[src/cce_pkg.sv]
package cce_pkg;
    // Four clock phases make one instruction cycle
    localparam int PHASES_PER_CYCLE = 4;
    typedef enum logic [3:0] {
        CCE_Q1 = 4'h1,
        CCE_Q2 = 4'h2,
        CCE_Q3 = 4'h4,
        CCE_Q4 = 4'h8
    } cce_phase_t;

    // Normal execution, or the idle second cycle of a call
    typedef enum logic [1:0] {
        CCE_ST_NORMAL = 2'h1,
        CCE_ST_CALL2 = 2'h2
    } cce_state_t;

    // Instruction encodings
    localparam logic [15:0] CLEAR_WATCHDOG_WORD = 16'h0004;
    localparam logic [15:0] NOP_WORD = 16'h0000;
    localparam logic [6:0] CLEAR_FILE_OPC = 7'h35;
    localparam logic [6:0] CALL_OPC = 7'h76;
    localparam int OPC_MSB = 15;
    localparam int OPC_LSB = 9;
    localparam int BANK_ACCESS_BIT = 8;
    localparam int SHADOW_SEL_BIT = 8;
    localparam int FILE_MSB = 7;

    // Widths, values and reset states
    localparam int PC_W = 21;
    localparam int BANK_W = 4;
    localparam int DATA_W = 8;
    localparam int LIT_HI_W = 12;
    localparam logic [BANK_W-1:0] ACCESS_BANK = 4'h0;
    localparam logic [DATA_W-1:0] CLEAR_DATA = 8'h00;
    localparam logic [PC_W-1:0] RETURN_STEP = 21'h000004;
    localparam logic TIMEOUT_RESET = 1'h1;
    localparam logic POWERDOWN_RESET = 1'h1;
    localparam logic STATUS_SET = 1'h1;
endpackage

[src/cce_exec.sv]
`timescale 1ns/1ns
// Overview of operation
// - Clear-watchdog word 0x0004 clears the watchdog counter in one cycle.
// - Clear-watchdog also clears the watchdog postscaler.
// - Clear-watchdog sets timeout and powerdown status bits, no arithmetic flags.
// - Clear-file writes zero to the addressed location and sets zero flag.
// - Bank-access bit zero selects the shared low bank, ignoring bank select.
// - Bank-access bit one takes the bank from the bank select register.
// - Call pushes PC plus four, loads 20-bit literal into PC 20:1.
// - Call with shadow bit set copies W, status, bank select to shadows.
module cce_exec (
    input wire logic i_clk,
    input wire logic i_reset_n,
    input wire logic [15:0] i_instr,
    input wire logic [cce_pkg::PC_W-1:0] i_pc,
    input wire logic [cce_pkg::DATA_W-1:0] i_working,
    input wire logic [cce_pkg::DATA_W-1:0] i_status,
    input wire logic [cce_pkg::BANK_W-1:0] i_bank_select,
    input wire logic i_timeout_event,
    input wire logic i_sleep_event,
    output logic [3:0] o_phase,
    output logic o_dmem_we,
    output logic [cce_pkg::BANK_W+cce_pkg::DATA_W-1:0] o_dmem_addr,
    output logic [cce_pkg::DATA_W-1:0] o_dmem_wdata,
    output logic o_zero_set,
    output logic o_watchdog_counter_clr,
    output logic o_watchdog_postscaler_clr,
    output logic o_timeout_status_bit,
    output logic o_powerdown_status_bit,
    output logic o_stack_push,
    output logic [cce_pkg::PC_W-1:0] o_return_stack_top,
    output logic o_pc_load,
    output logic [cce_pkg::PC_W-1:0] o_pc_value,
    output logic [cce_pkg::DATA_W-1:0] o_working_shadow,
    output logic [cce_pkg::DATA_W-1:0] o_status_shadow,
    output logic [cce_pkg::BANK_W-1:0] o_bank_select_shadow
);
    localparam int AW = cce_pkg::BANK_W + cce_pkg::DATA_W;

    cce_pkg::cce_phase_t phase_q;
    cce_pkg::cce_phase_t phase_d;
    cce_pkg::cce_state_t state_q;
    cce_pkg::cce_state_t state_d;
    logic [15:0] instr_q;
    logic [15:0] instr_d;
    logic [AW-1:0] addr_q;
    logic we_q;
    logic zero_q;
    logic wd_clear_q;
    logic tmo_q;
    logic pwrdn_q;
    logic push_q;
    logic [cce_pkg::PC_W-1:0] ret_top_q;
    logic pc_load_q;
    logic [cce_pkg::PC_W-1:0] pc_val_q;
    logic [cce_pkg::DATA_W-1:0] wshadow_q;
    logic [cce_pkg::DATA_W-1:0] ss_q;
    logic [cce_pkg::BANK_W-1:0] bs_q;

    // Phase decode
    wire in_q1 = (phase_q == cce_pkg::CCE_Q1);
    wire in_q2 = (phase_q == cce_pkg::CCE_Q2);
    wire in_q3 = (phase_q == cce_pkg::CCE_Q3);
    wire in_q4 = (phase_q == cce_pkg::CCE_Q4);

    // Instruction decode from the latched word
    wire [6:0] opc = instr_q[cce_pkg::OPC_MSB:cce_pkg::OPC_LSB];
    wire is_clear_wd = (instr_q == cce_pkg::CLEAR_WATCHDOG_WORD);
    wire is_clear_file = (opc == cce_pkg::CLEAR_FILE_OPC);
    wire is_call = (opc == cce_pkg::CALL_OPC);
    wire bank_bit = instr_q[cce_pkg::BANK_ACCESS_BIT];
    wire shadow_bit = instr_q[cce_pkg::SHADOW_SEL_BIT];
    wire [cce_pkg::DATA_W-1:0] file_f = instr_q[cce_pkg::FILE_MSB:0];

    // Bank choice: shared low bank overrides bank select when bit is low
    wire [cce_pkg::BANK_W-1:0] bank_sel =
        bank_bit ? i_bank_select : cce_pkg::ACCESS_BANK;
    wire [AW-1:0] addr_d =
        in_q2 && is_clear_file ? {bank_sel, file_f} : addr_q;

    // Return address and call target
    wire [cce_pkg::PC_W-1:0] ret_addr = i_pc + cce_pkg::RETURN_STEP;
    wire [cce_pkg::PC_W-1:0] call_target =
        {i_instr[cce_pkg::LIT_HI_W-1:0], instr_q[7:0], 1'b0};
    wire call_push_d = in_q2 && is_call;
    wire shadow_cp = call_push_d && shadow_bit;

    // Clear-watchdog status bits; the instruction beats a same-cycle clear
    wire tmo_d = wd_clear_q ? cce_pkg::STATUS_SET :
        (i_timeout_event ? 1'b0 : tmo_q);
    wire pwrdn_d = wd_clear_q ? cce_pkg::STATUS_SET :
        (i_sleep_event ? 1'b0 : pwrdn_q);

    // Phase rotation, decode latch in Q1; second call word is never decoded
    always_comb begin
        unique case (phase_q)
            cce_pkg::CCE_Q1: phase_d = cce_pkg::CCE_Q2;
            cce_pkg::CCE_Q2: phase_d = cce_pkg::CCE_Q3;
            cce_pkg::CCE_Q3: phase_d = cce_pkg::CCE_Q4;
            cce_pkg::CCE_Q4: phase_d = cce_pkg::CCE_Q1;
            default: phase_d = cce_pkg::CCE_Q1;
        endcase
        instr_d = instr_q;
        if (in_q1) begin
            instr_d = (state_q == cce_pkg::CCE_ST_CALL2) ?
                cce_pkg::NOP_WORD : i_instr;
        end
        state_d = state_q;
        if (in_q4) begin
            unique case (state_q)
                cce_pkg::CCE_ST_NORMAL: state_d = is_call ?
                    cce_pkg::CCE_ST_CALL2 : cce_pkg::CCE_ST_NORMAL;
                cce_pkg::CCE_ST_CALL2: state_d = cce_pkg::CCE_ST_NORMAL;
                default: state_d = cce_pkg::CCE_ST_NORMAL;
            endcase
        end
    end

    // Sequencer state
    always_ff @(posedge i_clk or negedge i_reset_n) begin
        if (!i_reset_n) begin
            phase_q <= cce_pkg::CCE_Q1;
            state_q <= cce_pkg::CCE_ST_NORMAL;
            instr_q <= cce_pkg::NOP_WORD;
        end else begin
            phase_q <= phase_d;
            state_q <= state_d;
            instr_q <= instr_d;
        end
    end

    // Clear-file: address in Q3, write strobe and zero flag in Q4
    always_ff @(posedge i_clk or negedge i_reset_n) begin
        if (!i_reset_n) begin
            addr_q <= '0;
            we_q <= 1'b0;
            zero_q <= 1'b0;
        end else begin
            addr_q <= addr_d;
            we_q <= in_q3 && is_clear_file;
            zero_q <= in_q3 && is_clear_file;
        end
    end

    // Clear-watchdog: one pulse in Q3 clears counter and postscaler
    always_ff @(posedge i_clk or negedge i_reset_n) begin
        if (!i_reset_n) begin
            wd_clear_q <= 1'b0;
            tmo_q <= cce_pkg::TIMEOUT_RESET;
            pwrdn_q <= cce_pkg::POWERDOWN_RESET;
        end else begin
            wd_clear_q <= in_q2 && is_clear_wd;
            tmo_q <= tmo_d;
            pwrdn_q <= pwrdn_d;
        end
    end

    // Call: push in Q3, PC load in Q4 from the second word
    always_ff @(posedge i_clk or negedge i_reset_n) begin
        if (!i_reset_n) begin
            push_q <= 1'b0;
            ret_top_q <= '0;
            pc_load_q <= 1'b0;
            pc_val_q <= '0;
        end else begin
            push_q <= call_push_d;
            if (call_push_d) begin
                ret_top_q <= ret_addr;
            end
            pc_load_q <= in_q3 && is_call;
            if (in_q3 && is_call) begin
                pc_val_q <= call_target;
            end
        end
    end

    // Shadow copies only move when the shadow bit asks for it
    always_ff @(posedge i_clk or negedge i_reset_n) begin
        if (!i_reset_n) begin
            wshadow_q <= '0;
            ss_q <= '0;
            bs_q <= '0;
        end else if (shadow_cp) begin
            wshadow_q <= i_working;
            ss_q <= i_status;
            bs_q <= i_bank_select;
        end
    end

    // Outputs straight from flops, except o_dmem_wdata which is the constant CLEAR_DATA
    assign o_phase = phase_q;
    assign o_dmem_we = we_q;
    assign o_dmem_addr = addr_q;
    assign o_dmem_wdata = cce_pkg::CLEAR_DATA;
    assign o_zero_set = zero_q;
    assign o_watchdog_counter_clr = wd_clear_q;
    assign o_watchdog_postscaler_clr = wd_clear_q;
    assign o_timeout_status_bit = tmo_q;
    assign o_powerdown_status_bit = pwrdn_q;
    assign o_stack_push = push_q;
    assign o_return_stack_top = ret_top_q;
    assign o_pc_load = pc_load_q;
    assign o_pc_value = pc_val_q;
    assign o_working_shadow = wshadow_q;
    assign o_status_shadow = ss_q;
    assign o_bank_select_shadow = bs_q;

    wire fetch = in_q1 && (state_q == cce_pkg::CCE_ST_NORMAL);
    wire skipped = in_q1 && (state_q == cce_pkg::CCE_ST_CALL2);
    wire [6:0] in_opc = i_instr[cce_pkg::OPC_MSB:cce_pkg::OPC_LSB];
    wire f_clear_wd = fetch && (i_instr == cce_pkg::CLEAR_WATCHDOG_WORD);
    wire f_clear_file = fetch && (in_opc == cce_pkg::CLEAR_FILE_OPC);
    wire f_call = fetch && (in_opc == cce_pkg::CALL_OPC);
endmodule

[config.mk]
export PLATFORM = sky130hd
export DESIGN_NAME = cce_exec
export DESIGN_NICKNAME = d
export VERILOG_FILES = /design/src/cce_pkg.sv /design/src/cce_exec.sv
export SDC_FILE = /design/constraint.sdc
export NUM_CORES = 1
export LEC_CHECK = 0
export ABC_CLOCK_PERIOD_IN_PS = 1910
export BUFFER_PORTS_ARGS = -buffer_cell sky130_fd_sc_hd__buf_2
export CORE_MARGIN = 3
export CORE_UTILIZATION = 49
export CTS_BUF_LIST = sky130_fd_sc_hd__clkbuf_4 sky130_fd_sc_hd__clkbuf_8 sky130_fd_sc_hd__clkbuf_16
export DETAILED_ROUTE_END_ITERATION = 12
export PLACE_DENSITY = 0.79
export SLEW_MARGIN = 15
export SYNTH_ARGS = -nofsm -noshare
export SYNTH_HDL_FRONTEND = slang
export SYNTH_SLANG_ARGS = --single-unit
[constraint.sdc]
create_clock -name i_clk -period 1.91 [get_ports i_clk]
set_input_delay 0.382 -clock i_clk [delete_from_list [all_inputs] [get_ports i_clk]]
set_output_delay 0.382 -clock i_clk [all_outputs]
set_load 0.01 [all_outputs]
==> qor.yml <==
outcome: "complete, no violations"
r2r-start: "o_phase[1]"
netlist_area_um2: 4250
die_h_um: 99.2
synth_xor_area_frac: 0.0288
die_w_um: 99.2
fin_area_um2: 5360
grt_pass1_wl_mm: 15.5
fill_cells: 675
dp_hpwl_mm: 7.16
hp-class: "in2reg"
core_um2: 8340
yosys_warnings: 0
final_layout_size_suffix_gt1_frac: 0.449
hold_violations: 0
ys_seq_area_frac: 0.595
start_kind: "register"
placed_cell_area_um2: 5110
critPathCaptureType: "register"
netlist_top_cells_count: "dfrtp_1, nand2_1, mux2_2, nand3_1, o21ai_0"
max_stage_delay_ns: 0.48
critical_path_class: "reg2reg"
antenna_found_initial: 0
cts_buffer_depth: 2
critPathMaxFanout: 21
wl_met1_mm: 4.02
io_pins: 155
cts_buffers: 9
min-delay-start: "i_pc[1]"
grt-ovfl-total: 0
synth_edf_count: 0
synth_top_cell_by_area: "dfrtp_1"
worstMarginPinSlew_ns: 0.611
cp.depth: 4
fmax_ghz: 0.538
gp_congestion: 0.833
routed_wl_mm: 9.49
fin_crit_sh: 0.972
yosysMostFrequentCell: "dfrtp_1"
slew_headroom: 0.593
ant_nets: 0
met3WireLength_um: 743
power_uw: 4220
drc: 0
multiInputGateArea_um2: 1560
die_area_um2: 9830
rr_worst_depth: 4
met2WireLength_mm: 4.59
synth_area_leaders: "dfrtp_1, mux2_2, nand2_1, nand3_1, dfstp_2"
ys_ff_latch: 101
cap_viol_max_count: 0
crit_chain: "nor4b_1 > and3_2 > buf_12 > mux2_2"
arrival_ns: 2.10
clk_latency_ns: 0.36
rsz0062_at_grt: "no"
fin_tns_setup_ns: 0
drt-vias-per-instance: 5.13
setup_violations: 0
fin_ws_ns: 0.0526
cpMaxStageDelayCell: "nor4b_1"
pre_cts_ws_ns: 0.114
htreeDepth: 3
synth_top_family_by_area: "simple AND/OR/NAND/NOR gates"
io_buffers: 145
netlist_instances: 363
cts_tree: "done"
finalNetCount: 578
crit_family: "simple AND/OR/NAND/NOR gates"
post-cts-setup-buffers: 0
synth_fa_ha_area_frac: 0.00294
power.density_nw_per_um2: 788
synth_mux_area_frac: 0.127
area_growth_pct: 25.9
first_pass_iters: 4
finalClockSkew_ns: 0.0174
ir_drop_mv: 0.482
hold_depth: 3
first_global_vias: 3230
period_minus_slack_ns: 1.86
p_leak_uw: 0.00274
wire_per_inst_um: 15.2
crit_buf_inv: 1
row_count: 33
synth_compound_area_frac: 0.0368
clk_pin_slew_ns: 0.10
synth_cell_type_count: 42
highest_layer: "met4"
antenna_cells: 0
register_area_um2: 2530
cts_num_sinks: 101
synth_top_cell_area_share: 0.571
track_usage: 0.196
synth_ff_type: "dfrtp_1"
num_vias: 3212
synthSimpleGateAreaFrac: 0.162
start_util: 0.510
maxSlewViolCount: 0
synth.avg_cell_area_um2: 11.7
async_flop_share: 1.00
cp_data_required_time_ns: 2.16
grt_max_degree: 43
drtIter0Drc: 117
crit_start: "o_phase[1]"
root_buffer: "clkbuf_8"
[cells in the final DEF, fill, tap and decap left out, types with 4 or more instances in the layout]
cell,instances
buf_2,144
dfrtp_1,97
nand2_1,70
mux2_2,48
nand3_1,25
o21ai_0,21
buf_4,11
conb_1,9
clkbuf_8,9
xnor2_1,8
nor2_1,6
inv_1,6
nand4_1,6
xor2_1,6
nor3_1,5
nor4_1,5
dfstp_2,4
[layer usage]
metal | GRT usage | up-vias
met5 | 0 | -
met4 | 0.0609 | 0
met3 | 0.0554 | 11
met2 | 0.331 | 123
met1 | 0.246 | 1542
li1 | - | 1536
[tightest hold or removal path, delay by kind of cell]
| family | cells | cell delay [ns] |
|---|---|---|
| buffers and inverters | 1 | 0.07 |
| AND/OR/NAND/NOR | 2 | 0.09 |
[layout make-up]
cell class	count	area share
tap	105	0.0245
clock buffer	9	0.0231
multi-input combinational	237	0.290
inverter	8	0.00631
sequential	101	0.473
clock inverter	7	0.0196
timing repair buffer	159	0.163
[path summary, 6_finish.rpt]
check / slack [ns] / endpoint
min in group asynchronous: 0.45 / o_working_shadow[5]
worst min-delay path: 0.22 / o_return_stack_top[1]
worst min register to register: 0.49 / o_dmem_addr[9]
worst max register to register: 0.05 / o_pc_value[11]
max in group asynchronous: 0.78 / state_q[0]
worst max-delay path: 0.05 / o_pc_value[11]
[cell families after synthesis]
family,Yosys count
AND/OR/NAND/NOR,137
flip-flops,101
multiplexers,48
buffers and inverters,33
AO/OA/AOI/OAI,28
XOR/XNOR,14
adder cells (fa/ha/maj),1
other,1
[report_power, final]
group | total [uW] | switching (uW) | leakage (uW) | internal, uW
logic | 408 | 222 | 0.00144 | 186
clock network | 1520 | 758 | 0.000112 | 759
registers | 2290 | 57.8 | 0.00119 | 2240
total | 4220 | 1040 | 0.00274 | 3180
[what timing repair did]
action	4_1_cts	5_1_grt
setup endpoints to repair	0	1
hold buffers	1	0
gates resized for setup	0	1
endpoints found under the hold margin	19	0
[metrics by stage]
stage | hold WS, ns | instances | util
floorplan | 0.0864 | 371 | -
global placement | 0.290 | 609 | 0.613
detailed placement | 0.293 | 609 | 0.613
CTS | 0.209 | 626 | 0.642
global route | 0.204 | 626 | 0.642
finish | 0.223 | 626 | 0.642
[state kept, by name, summed over array words and instances, names as in the netlist, 2 cells and up]
signal                count
o_dmem_addr              12
o_working_shadow          8
state_q                   2
o_status_shadow           8
o_return_stack_top       21
o_bank_select_shadow      4
o_pc_value               20
o_phase                   4
instr_q                  16
(Power assumes the default switching activity.)
